===== config.mk =====
export PLATFORM = sky130hd
export DESIGN_NAME = metering_threshold_control_regs
export DESIGN_NICKNAME = d
export VERILOG_FILES = /design/src/rtl/metering_pkg.sv /design/src/rtl/metering_threshold_control_regs.sv
export VERILOG_INCLUDE_DIRS = /design/src /design/src/rtl
export SDC_FILE = /design/constraint.sdc
export NUM_CORES = 1
export LEC_CHECK = 0
export ABC_AREA = 1
export BUFFER_PORTS_ARGS = -buffer_cell sky130_fd_sc_hd__buf_2
export CORE_ASPECT_RATIO = 1.2
export CORE_MARGIN = 2
export CORE_UTILIZATION = 45
export CTS_CLUSTER_SIZE = 25
export DETAILED_ROUTE_END_ITERATION = 10
export HOLD_SLACK_MARGIN = 0.06
export PLACE_DENSITY = 0.8
export SYNTH_ARGS = -nofsm -noshare
export SYNTH_HDL_FRONTEND = slang
export SYNTH_SLANG_ARGS = --single-unit

===== constraint.sdc =====
create_clock -name clk_sys_i -period 5.53 [get_ports clk_sys_i]
set_clock_uncertainty 0.2 [all_clocks]
set_input_delay 0.2765 -clock clk_sys_i [delete_from_list [all_inputs] [get_ports clk_sys_i]]
set_output_delay 0.2765 -clock clk_sys_i [all_outputs]
set_load 0.005 [all_outputs]

===== src/rtl/metering_regs.svh =====
`ifndef METERING_REGS_SVH
`define METERING_REGS_SVH

// register indices; byte address is four times the index
`define IDX_CMP_LEVEL 8'h8d
`define IDX_SAG_ZX 8'h8e
`define IDX_SAG_LINE 8'h8f
`define IDX_PHCAL 8'h90
`define IDX_RMS_GAIN 8'h91
`define IDX_RMS_OFFSET 8'h92
`define IDX_ADC_EN 8'h93
`define IDX_TPS 8'h94
`define IDX_USER_CONFIG_SELECT_ONE 8'h96
`define IDX_USER_CONFIG_SELECT_TWO 8'h97
`define IDX_USER_CONFIG_SELECT_THREE 8'h98
`define IDX_IRQ_STATUS 8'h99
`define IDX_INTERRUPT_GATE_LINE_ONE 8'h9a
`define IDX_INTERRUPT_GATE_LINE_TWO 8'h9b
`define IDX_ENG_CLR 8'h9d
`define IDX_WRPROT 8'h9e
`define IDX_SOFT_RESET 8'h9f

// reset values
`define RST_CMP_LEVEL 24'hffffff
`define RST_SAG_ZX 24'h04ffff
`define RST_SAG_LINE 24'h100009
`define RST_PHCAL 24'h000000
`define RST_RMS_GAIN 16'h0000
`define RST_RMS_OFFSET 24'h000000
`define RST_ADC_EN 11'h000
`define RST_TPS 16'h07ff
`define RST_MODE 24'h000000
`define RST_MASK 24'h000000
`define ENERGY_CLEAR_SETTING_CLR 24'h000000
`define RST_WRPROT 16'h0000

// field positions
`define SAG_CYC_MSB 23
`define SAG_CYC_LSB 16
`define ZX_TOUT_MSB 15
`define ZX_TOUT_LSB 0
`define SAG_LVL_MSB 23
`define SAG_LVL_LSB 12
`define LINE_CYC_MSB 11
`define LINE_CYC_LSB 0
`define USER_CONFIG_SELECT_THREE_NEUTRAL_SRC_BIT 4
`define TPS_OFF_BIT 15
`define PH_BAND_EN_BIT 7

// interrupt status bit positions
`define IRQ_NEUTRAL_CMP 0
`define IRQ_SAG 1
`define IRQ_ZX_TOUT 2
`define IRQ_LINE_ENERGY 3
`define IRQ_BITS 4

// soft reset command codes
`define SR_FULL_CODE 24'h5a5a5a
`define SR_USER_CODE 24'h55aa55

// timing
`define CLK_PERIOD_NS 10
`define PHASE_STEP_NS 280
`define PHASE_STEP_MAX 7'h7d

`endif


===== src/rtl/metering_pkg.sv =====
package metering_pkg;

  typedef struct packed {
    logic [23:0] cmp_level;
    logic [23:0] sag_zx;
    logic [23:0] sag_line;
    logic [23:0] phcal;
    logic [15:0] rms_gain;
    logic [23:0] rms_offset;
    logic [10:0] adc_en;
    logic [15:0] tps;
    logic [23:0] user_config_select_one;
    logic [23:0] user_config_select_two;
    logic [23:0] user_config_select_three;
    logic [23:0] interrupt_gate_line_one;
    logic [23:0] interrupt_gate_line_two;
    logic [23:0] eng_clr;
    logic [15:0] wrprot;
  } cfg_regs_s;

  typedef struct packed {
    logic [23:0] summed_current_rms;
    logic [23:0] neutral_current_rms;
    logic [11:0] voltage_magnitude;
    logic line_cycle;
    logic zero_cross;
    logic zx_tick;
  } meter_inputs_s;

  typedef enum logic [1:0] {
    BAND_NONE,
    BAND_LOW,
    BAND_MID,
    BAND_HIGH
  } phase_band_e;

endpackage


===== src/rtl/metering_threshold_control_regs.sv =====
// Operation
// - the compare flag is 0 while the selected neutral rms is below the level, else 1.
// - mode three bit 4 picks summed-current rms (0) or measured neutral rms (1).
// - the sag duration in line cycles sits in bits 23:16 of the sag/timeout register, reset 4.
// - voltage below the 12-bit sag level (reset 0x100) longer than the duration raises sag.
// - the line energy period is the programmed 12-bit count plus one line cycles.
// - between the lower limit and the first breakpoint bits 7:0 apply, bit 7 enables.
// - one step is 280 ns (0.005 degrees) and the correction is clamped to 125 steps.
// - between the first and second breakpoints bits 15:8 apply, bit 15 enables.
// - between the second breakpoint and the upper limit bits 23:16 apply, bit 23 enables.
// - a 16-bit gain and a 24-bit offset for summed-current rms both reset to zero.
// - each converter channel has its own enable bit: 2..5 currents, 8..10 voltages.
// - temperature sensing is off when control bit 15 is 1, on when 0, on by default.
// - mask one gates sources onto interrupt one and mask two onto interrupt two.
// - writing 0x5a5a5a resets all state machines and registers.
// - writing 0x55aa55 returns the user read/write registers to their defaults.
`timescale 1ns/1ns
`default_nettype none
`include "metering_regs.svh"

module metering_threshold_control_regs
  import metering_pkg::*;
#(
  parameter logic [23:0] BAND_LOWER = 24'h000100,
  parameter logic [23:0] BAND_BP1 = 24'h010000,
  parameter logic [23:0] BAND_BP2 = 24'h100000,
  parameter logic [23:0] BAND_UPPER = 24'hfff000
)
(
  input wire logic clk_sys_i,
  input wire logic resetn_i,
  input wire logic [9:0] avs_address_i,
  input wire logic avs_read_i,
  input wire logic avs_write_i,
  input wire logic [31:0] avs_writedata_i,
  input wire logic [3:0] avs_byteenable_i,
  output logic [31:0] avs_readdata_o,
  output logic avs_waitrequest_o,
  input wire meter_inputs_s meas_i,
  output cfg_regs_s cfg_o,
  output logic neutral_compare_flag_o,
  output logic [11:0] phase_delay_cycles_o,
  output logic temp_sensor_off_o,
  output logic interrupt_output_one_o,
  output logic interrupt_output_two_o
);

  localparam int unsigned STEP_CYC = `PHASE_STEP_NS / `CLK_PERIOD_NS;

  localparam cfg_regs_s CFG_DEFAULT = {`RST_CMP_LEVEL, `RST_SAG_ZX, `RST_SAG_LINE, `RST_PHCAL,
    `RST_RMS_GAIN, `RST_RMS_OFFSET, `RST_ADC_EN, `RST_TPS, `RST_MODE, `RST_MODE, `RST_MODE,
    `RST_MASK, `RST_MASK, `ENERGY_CLEAR_SETTING_CLR, `RST_WRPROT};

  // byte-lane merge of write data into an old register value
  function automatic logic [31:0] lane_merge(input logic [31:0] old_v,
                                             input logic [31:0] new_v,
                                             input logic [3:0] be);
    logic [31:0] res;
    res = old_v;
    for (int i = 0; i < 4; i++)
    begin
      if (be[i])
      begin
        res[i*8 +: 8] = new_v[i*8 +: 8];
      end
    end
    return res;
  endfunction

  function automatic logic [31:0] upd(input logic [31:0] old_v);
    return lane_merge(old_v, avs_writedata_i, avs_byteenable_i);
  endfunction

  cfg_regs_s cfg_r;
  logic wait_r;
  logic [31:0] rdata_r;
  logic sr_full_r;
  logic sr_user_r;
  logic cmp_flag_r;
  logic [`IRQ_BITS-1:0] status_r;
  logic [`IRQ_BITS-1:0] status_nxt;
  logic [`IRQ_BITS-1:0] events;
  logic interrupt_output_one_r;
  logic interrupt_output_two_r;
  logic all_below_r;
  logic [8:0] sag_cnt_r;
  logic [15:0] zx_cnt_r;
  logic zx_fired_r;
  logic [11:0] line_cnt_r;
  logic [11:0] phase_delay_r;
  logic wr_fire;
  logic [7:0] idx;
  logic [31:0] wmerge;
  logic [23:0] sel_rms;
  logic sag_evt;
  logic zx_evt;
  logic line_evt;
  logic state_clr;
  phase_band_e band;
  logic [7:0] band_field;
  logic [6:0] band_steps;

  assign idx = avs_address_i[9:2];
  assign wr_fire = avs_write_i && !wait_r;
  assign wmerge = lane_merge(32'h0000_0000, avs_writedata_i, avs_byteenable_i);
  assign state_clr = sr_full_r;

  // bus handshake: waitrequest drops for one cycle, one edge after the request
  always_ff @(posedge clk_sys_i or negedge resetn_i)
  begin
    if (!resetn_i)
    begin
      wait_r <= 1'b1;
    end
    else
    begin
      wait_r <= !((avs_read_i || avs_write_i) && wait_r);
    end
  end

  always_ff @(posedge clk_sys_i or negedge resetn_i)
  begin
    if (!resetn_i)
    begin
      rdata_r <= 32'h0000_0000;
    end
    else if (avs_read_i && wait_r)
    begin
      case (idx)
        `IDX_CMP_LEVEL: rdata_r <= {8'h00, cfg_r.cmp_level};
        `IDX_SAG_ZX: rdata_r <= {8'h00, cfg_r.sag_zx};
        `IDX_SAG_LINE: rdata_r <= {8'h00, cfg_r.sag_line};
        `IDX_PHCAL: rdata_r <= {8'h00, cfg_r.phcal};
        `IDX_RMS_GAIN: rdata_r <= {16'h0000, cfg_r.rms_gain};
        `IDX_RMS_OFFSET: rdata_r <= {8'h00, cfg_r.rms_offset};
        `IDX_ADC_EN: rdata_r <= {21'h000000, cfg_r.adc_en};
        `IDX_TPS: rdata_r <= {16'h0000, cfg_r.tps};
        `IDX_USER_CONFIG_SELECT_ONE: rdata_r <= {8'h00, cfg_r.user_config_select_one};
        `IDX_USER_CONFIG_SELECT_TWO: rdata_r <= {8'h00, cfg_r.user_config_select_two};
        `IDX_USER_CONFIG_SELECT_THREE: rdata_r <= {8'h00, cfg_r.user_config_select_three};
        `IDX_IRQ_STATUS: rdata_r <= {28'h0000000, status_r};
        `IDX_INTERRUPT_GATE_LINE_ONE: rdata_r <= {8'h00, cfg_r.interrupt_gate_line_one};
        `IDX_INTERRUPT_GATE_LINE_TWO: rdata_r <= {8'h00, cfg_r.interrupt_gate_line_two};
        `IDX_ENG_CLR: rdata_r <= {8'h00, cfg_r.eng_clr};
        `IDX_WRPROT: rdata_r <= {16'h0000, cfg_r.wrprot};
        default: rdata_r <= 32'h0000_0000;
      endcase
    end
  end

  // soft reset commands take effect on the edge after the accepted write
  always_ff @(posedge clk_sys_i or negedge resetn_i)
  begin
    if (!resetn_i)
    begin
      sr_full_r <= 1'b0;
      sr_user_r <= 1'b0;
    end
    else
    begin
      sr_full_r <= wr_fire && idx == `IDX_SOFT_RESET
                   && wmerge[23:0] == `SR_FULL_CODE;
      sr_user_r <= wr_fire && idx == `IDX_SOFT_RESET
                   && wmerge[23:0] == `SR_USER_CODE;
    end
  end

  always_ff @(posedge clk_sys_i or negedge resetn_i)
  begin
    if (!resetn_i)
    begin
      cfg_r <= CFG_DEFAULT;
    end
    else if (sr_full_r || sr_user_r)
    begin
      cfg_r <= CFG_DEFAULT;
    end
    else if (wr_fire)
    begin
      case (idx)
        `IDX_CMP_LEVEL: cfg_r.cmp_level <= 24'(upd({8'h00, cfg_r.cmp_level}));
        `IDX_SAG_ZX: cfg_r.sag_zx <= 24'(upd({8'h00, cfg_r.sag_zx}));
        `IDX_SAG_LINE: cfg_r.sag_line <= 24'(upd({8'h00, cfg_r.sag_line}));
        `IDX_PHCAL: cfg_r.phcal <= 24'(upd({8'h00, cfg_r.phcal}));
        `IDX_RMS_GAIN: cfg_r.rms_gain <= 16'(upd({16'h0000, cfg_r.rms_gain}));
        `IDX_RMS_OFFSET: cfg_r.rms_offset <= 24'(upd({8'h00, cfg_r.rms_offset}));
        `IDX_ADC_EN: cfg_r.adc_en <= 11'(upd({21'h000000, cfg_r.adc_en}));
        `IDX_TPS: cfg_r.tps <= 16'(upd({16'h0000, cfg_r.tps}));
        `IDX_USER_CONFIG_SELECT_ONE: cfg_r.user_config_select_one <= 24'(upd({8'h00, cfg_r.user_config_select_one}));
        `IDX_USER_CONFIG_SELECT_TWO: cfg_r.user_config_select_two <= 24'(upd({8'h00, cfg_r.user_config_select_two}));
        `IDX_USER_CONFIG_SELECT_THREE: cfg_r.user_config_select_three <= 24'(upd({8'h00, cfg_r.user_config_select_three}));
        `IDX_INTERRUPT_GATE_LINE_ONE: cfg_r.interrupt_gate_line_one <= 24'(upd({8'h00, cfg_r.interrupt_gate_line_one}));
        `IDX_INTERRUPT_GATE_LINE_TWO: cfg_r.interrupt_gate_line_two <= 24'(upd({8'h00, cfg_r.interrupt_gate_line_two}));
        `IDX_ENG_CLR: cfg_r.eng_clr <= 24'(upd({8'h00, cfg_r.eng_clr}));
        `IDX_WRPROT: cfg_r.wrprot <= 16'(upd({16'h0000, cfg_r.wrprot}));
        default: cfg_r <= cfg_r;
      endcase
    end
  end

  // neutral source select and threshold compare
  assign sel_rms = cfg_r.user_config_select_three[`USER_CONFIG_SELECT_THREE_NEUTRAL_SRC_BIT] ? meas_i.neutral_current_rms
                                                       : meas_i.summed_current_rms;

  always_ff @(posedge clk_sys_i or negedge resetn_i)
  begin
    if (!resetn_i)
    begin
      cmp_flag_r <= 1'b0;
    end
    else
    begin
      cmp_flag_r <= !state_clr && (sel_rms >= cfg_r.cmp_level);
    end
  end

  // sag: count whole line cycles spent below the level
  assign sag_evt = meas_i.line_cycle && all_below_r
                   && !(meas_i.voltage_magnitude >= cfg_r.sag_line[`SAG_LVL_MSB:`SAG_LVL_LSB])
                   && sag_cnt_r == {1'b0, cfg_r.sag_zx[`SAG_CYC_MSB:`SAG_CYC_LSB]};

  always_ff @(posedge clk_sys_i or negedge resetn_i)
  begin
    if (!resetn_i)
    begin
      all_below_r <= 1'b1;
      sag_cnt_r <= 9'h000;
    end
    else if (state_clr)
    begin
      all_below_r <= 1'b1;
      sag_cnt_r <= 9'h000;
    end
    else if (meas_i.line_cycle)
    begin
      all_below_r <= 1'b1;
      if (all_below_r
          && meas_i.voltage_magnitude < cfg_r.sag_line[`SAG_LVL_MSB:`SAG_LVL_LSB])
      begin
        if (sag_cnt_r != 9'h1ff)
        begin
          sag_cnt_r <= sag_cnt_r + 9'h001;
        end
      end
      else
      begin
        sag_cnt_r <= 9'h000;
      end
    end
    else if (meas_i.voltage_magnitude >= cfg_r.sag_line[`SAG_LVL_MSB:`SAG_LVL_LSB])
    begin
      all_below_r <= 1'b0;
    end
  end

  // zero-crossing timeout in ticks, fires once per silent stretch
  assign zx_evt = meas_i.zx_tick && !meas_i.zero_cross && !zx_fired_r
                  && zx_cnt_r == cfg_r.sag_zx[`ZX_TOUT_MSB:`ZX_TOUT_LSB];

  always_ff @(posedge clk_sys_i or negedge resetn_i)
  begin
    if (!resetn_i)
    begin
      zx_cnt_r <= 16'h0000;
      zx_fired_r <= 1'b0;
    end
    else if (state_clr || meas_i.zero_cross)
    begin
      zx_cnt_r <= 16'h0000;
      zx_fired_r <= 1'b0;
    end
    else if (meas_i.zx_tick)
    begin
      if (zx_evt)
      begin
        zx_fired_r <= 1'b1;
      end
      else if (zx_cnt_r != 16'hffff)
      begin
        zx_cnt_r <= zx_cnt_r + 16'h0001;
      end
    end
  end

  // line energy period counter
  assign line_evt = meas_i.line_cycle
                    && line_cnt_r == cfg_r.sag_line[`LINE_CYC_MSB:`LINE_CYC_LSB];

  always_ff @(posedge clk_sys_i or negedge resetn_i)
  begin
    if (!resetn_i)
    begin
      line_cnt_r <= 12'h000;
    end
    else if (state_clr || meas_i.line_cycle)
    begin
      line_cnt_r <= (state_clr || line_evt) ? 12'h000 : line_cnt_r + 12'h001;
    end
  end

  // phase correction band select
  always_comb
  begin
    band = BAND_NONE;
    band_field = 8'h00;
    if (sel_rms > BAND_LOWER && sel_rms < BAND_BP1)
    begin
      band = BAND_LOW;
    end
    else if (sel_rms >= BAND_BP1 && sel_rms < BAND_BP2)
    begin
      band = BAND_MID;
    end
    else if (sel_rms >= BAND_BP2 && sel_rms < BAND_UPPER)
    begin
      band = BAND_HIGH;
    end
    unique case (band)
      BAND_NONE: band_field = 8'h00;
      BAND_LOW: band_field = cfg_r.phcal[7:0];
      BAND_MID: band_field = cfg_r.phcal[15:8];
      BAND_HIGH: band_field = cfg_r.phcal[23:16];
    endcase
  end

  assign band_steps = (band_field[6:0] > `PHASE_STEP_MAX) ? `PHASE_STEP_MAX
                                                          : band_field[6:0];

  always_ff @(posedge clk_sys_i or negedge resetn_i)
  begin
    if (!resetn_i)
    begin
      phase_delay_r <= 12'h000;
    end
    else
    begin
      phase_delay_r <= band_field[`PH_BAND_EN_BIT] ? 12'(band_steps) * 12'(STEP_CYC)
                                                   : 12'h000;
    end
  end

  // sticky status, write one to clear, a new event wins over the clear
  always_comb
  begin
    events = '0;
    events[`IRQ_NEUTRAL_CMP] = cmp_flag_r;
    events[`IRQ_SAG] = sag_evt;
    events[`IRQ_ZX_TOUT] = zx_evt;
    events[`IRQ_LINE_ENERGY] = line_evt;
    status_nxt = status_r;
    if (wr_fire && idx == `IDX_IRQ_STATUS)
    begin
      status_nxt = status_r & ~wmerge[`IRQ_BITS-1:0];
    end
    status_nxt = status_nxt | events;
  end

  always_ff @(posedge clk_sys_i or negedge resetn_i)
  begin
    if (!resetn_i)
    begin
      status_r <= '0;
    end
    else
    begin
      status_r <= state_clr ? '0 : status_nxt;
    end
  end

  always_ff @(posedge clk_sys_i or negedge resetn_i)
  begin
    if (!resetn_i)
    begin
      interrupt_output_one_r <= 1'b0;
      interrupt_output_two_r <= 1'b0;
    end
    else
    begin
      interrupt_output_one_r <= |(status_r & cfg_r.interrupt_gate_line_one[`IRQ_BITS-1:0]);
      interrupt_output_two_r <= |(status_r & cfg_r.interrupt_gate_line_two[`IRQ_BITS-1:0]);
    end
  end

  assign avs_readdata_o = rdata_r;
  assign avs_waitrequest_o = wait_r;
  assign cfg_o = cfg_r;
  assign neutral_compare_flag_o = cmp_flag_r;
  assign phase_delay_cycles_o = phase_delay_r;
  assign temp_sensor_off_o = cfg_r.tps[`TPS_OFF_BIT];
  assign interrupt_output_one_o = interrupt_output_one_r;
  assign interrupt_output_two_o = interrupt_output_two_r;

endmodule

`default_nettype wire


==> metrics.md <==
| Metric | Value |
|---|---|
| Synth Warn # | `0` |
| CP max stage cell | `dfrtp_1` |
| Post-layout min period | `4980 ps` |
| RSZ-0062 raised after global routing | `false` |
| Peak supply drop | `0.241 mV` |
| Post-Syn Area per Cell | `8.22 um^2` |
| Top-area cell type share of the netlist area | `0.418` |
| Die area | `48200 um^2` |
| Internal cell power | `5.04 mW` |
| Sequential-to-total area share from yosys stat | `0.489` |
| Drt via density | `5.72` |
| Residual DRC | `0` |
| IO Pins | `485` |
| Detailed Place HPWL | `64000 um` |
| Worst Path Buf+Inv | `5` |
| Synth Area in Compound Gates | `0.151` |
| Crit start category | `register` |
| CTS Sinks | `406` |
| Top post-synthesis cells by area | `dfrtp_1, nand2_1, o21ai_0, dfstp_2, inv_1` |
| Mapped Area | `20900 um^2` |
| Worst slew pin tran | `1250 ps` |
| WHS | `74.3 ps` |
| Clk Latency, worst-skew pair | `560 ps` |
| Slowest Stage Delay on Critical Path | `600 ps` |
| Pre-Repair DR Iteration Count | `6` |
| Max-Cap Viols | `0` |
| Setup TNS | `0 ps` |
| Post-CTS Setup Bufs | `0` |
| Share of layout cells above drive strength 1 | `0.229` |
| Clk pwr share | `0.453` |
| Hold Vio Cnt, Final | `0` |
| Fin nets | `3161` |
| Fraction of registers with async set/reset | `1.00` |
| Total CTS buffers | `44` |
| Die X | `201 um` |
| Crit path from | `cfg_o[92]` |
| Reg2reg start | `cfg_o[92]` |
| Initial antenna violation count | `4` |
| First DRT Iteration DRCs | `2037` |
| Commonest cells in the netlist | `nand2_1, o21ai_0, dfrtp_1` |
| Worst Path Required | `5760 ps` |
| Sw Ratio | `0.253` |
| Overflow after GRT | `0` |
| Area leader, netlist | `dfrtp_1` |
| Top-count cell post-synth | `nand2_1` |
| Power Dens Cells | `265 nW/um^2` |
| Post-synth top flop | `dfrtp_1` |
| Worst-path fanout max | `24` |
| Total number of vias | `20900` |
| HP Class | `in2reg` |
| Adder-cell share of the synthesized area | `0.0357` |
| Post-synthesis mux area share | `0` |
| Die height | `240 um` |
| Slew Limit Fails | `0` |
| Psw | `1.71 mW` |
| Number of flops mapped to enable cells by yosys | `0` |
| Arrival time worst endpoint | `5210 ps` |
| Final worst setup slack | `555 ps` |
| Largest family of logic cells by synthesized area | `simple AND/OR/NAND/NOR gates` |
| GR Util All Layers | `0.340` |
| Global-route wire length before repair | `123000 um` |
| Final setup fails | `0` |
| Yosys reg bits | `406` |
| Critical path type | `reg2reg` |
| Comb power frac | `0.084` |
| Final period util | `0.900` |
| LEAKAGE | `13.0 nW` |
| Critical path endpoint category | `register` |
| Area growth syn-to-layout | `21.8%` |
| Clock buffer depth | `3` |
| Status | `finished clean` |
| Synth unique cells | `59` |
| Place WS | `624 ps` |
| Core area | `45900 um^2` |
| Clk root buf | `clkbuf_16` |
| Slew HR | `0.163` |
| CTS tree | `yes` |
| Crit-path most repeated cell | `nand2_1` |
| Port bufs | `463` |
| Max frequency | `201 MHz` |
| Routed Wire Length | `84000 um` |
| Gate Count Post-Synth | `2543` |
| Simple-gate share of the synthesized area | `0.238` |
| Global placer's final weighted congestion | `0.976` |
| Min-delay src | `avs_writedata_i[18]` |
| XOR/XNOR Fraction of Synth Area | `0.0184` |
| Largest net degree at the start of global routing | `134` |
| Row cnt | `86` |
| Antenna viol nets, final | `0` |
| Clock-pin slew on the worst setup and hold paths | `60 ps` |
| Vias in the first global route | `19400` |
| Sequential Power Share | `0.462` |
| H-tree levels | `2` |
| Cell family with most CP delay | `simple AND/OR/NAND/NOR gates` |
| DR WL/cell | `23.0 um` |
| Initial Utilization | `0.455` |
registers in the layout (all words and copies together), names as in the netlist:
signal and cells:
neutral_compare_flag_o 1, interrupt_output_one_o 1, zx_cnt_r 16, status_r 4, all_below_r 1, cfg_o 323
avs_readdata_o 24, sag_cnt_r 9, sr_user_r 1, line_cnt_r 12, avs_waitrequest_o 1, sr_full_r 1
interrupt_output_two_o 1, zx_fired_r 1, phase_delay_cycles_o 10
power by group through the flow:
| stage | clock network (mW) | logic (mW) | registers (mW) |
|---|---|---|---|
| final | 3.06 | 0.569 | 3.12 |
| after CTS | 3.07 | 0.564 | 3.12 |
| after detailed placement | 0 | 0.539 | 3.17 |
| after global placement | 0 | 0.529 | 3.17 |
| after floorplan | 0 | 0.264 | 3.15 |
| after global routing | 3.20 | 0.628 | 3.13 |
logic make-up (layout without fill, tap and decap cells):
family,after synthesis,count (layout)
compound gates,565,565
xor+xnor,44,44
fa+ha+maj,56,56
buf+inv,346,822
flops,406,406
other cells,1,12
simple gates,1125,1125
timing repair:
| action | in CTS | in global routing |
|---|---|---|
| resized for setup | 0 | 0 |
| hold buffers | 37 | 0 |
| hold endpoints to repair | 192 | 0 |
worst paths after layout:
check	endpoint	slack, ps	cells after the start
setup / recovery	phase_delay_cycles_o[10]	550	27
hold / removal	cfg_o[317]	70	4
setup reg to reg	phase_delay_cycles_o[10]	550	27
hold reg to reg	avs_readdata_o[21]	280	2
max in group asynchronous	cfg_o[6]	3600	3
min in group asynchronous	phase_delay_cycles_o[6]	210	2
through the flow:
step | cell area, um^2 | power, mW | util | instances
2_1_floorplan | 20900 | 3.42 | - | 2552
3_3_place_gp | 23600 | 3.70 | 0.514 | 3525
3_5_place_dp | 23600 | 3.71 | 0.514 | 3525
4_1_cts | 25500 | 6.75 | 0.555 | 3644
5_1_grt | 25500 | 6.96 | 0.555 | 3644
6_report | 25500 | 6.75 | 0.555 | 3646
cell usage in the layout (no fill, tap or decap), types with 8 or more instances in the layout:
cell / instances
o21ai_1: 21
clkinv_2: 8
nand3_2: 12
nand4_1: 42
buf_4: 16
nand3_1: 139
nand3b_1: 14
conb_1: 10
ha_1: 50
clkbuf_1: 15
a21oi_1: 47
nor4_1: 17
a221oi_1: 34
buf_2: 462
nor3_1: 17
inv_1: 206
dfrtp_1: 349
nand2_2: 25
xor2_1: 35
nor2_2: 12
nor2_1: 111
clkbuf_16: 46
o21ai_0: 389
xnor2_1: 9
nand2_1: 705
dlygate4sd3_1: 37
or2_2: 8
a211oi_1: 9
a22o_1: 15
dfstp_2: 57
inv_2: 13
o22ai_1: 23
metal layers:
metal	global-route usage	routed length (um)
met3	0.0778	8130
met4	0.169	4630
met2	0.551	39000
met5	0	41
met1	0.430	32300
tightest hold or removal path, stage by stage:
cell and delay (ps):
buf_2 210, or2_2 180, nand2_1 50, o21ai_0 60
area by class of cell:
type                    instances  area (um^2)
clock inverters                14          185
repair buffers                518         2860
well taps                     616          771
diodes                          2         5.00
flip-flops and latches        406        10200
clock buffers                  68         1300
multi-input cells            1800         9290
inverters                     222          838
fillers                      4330        20500
Note: power is estimated with default switching activity, not from simulation.
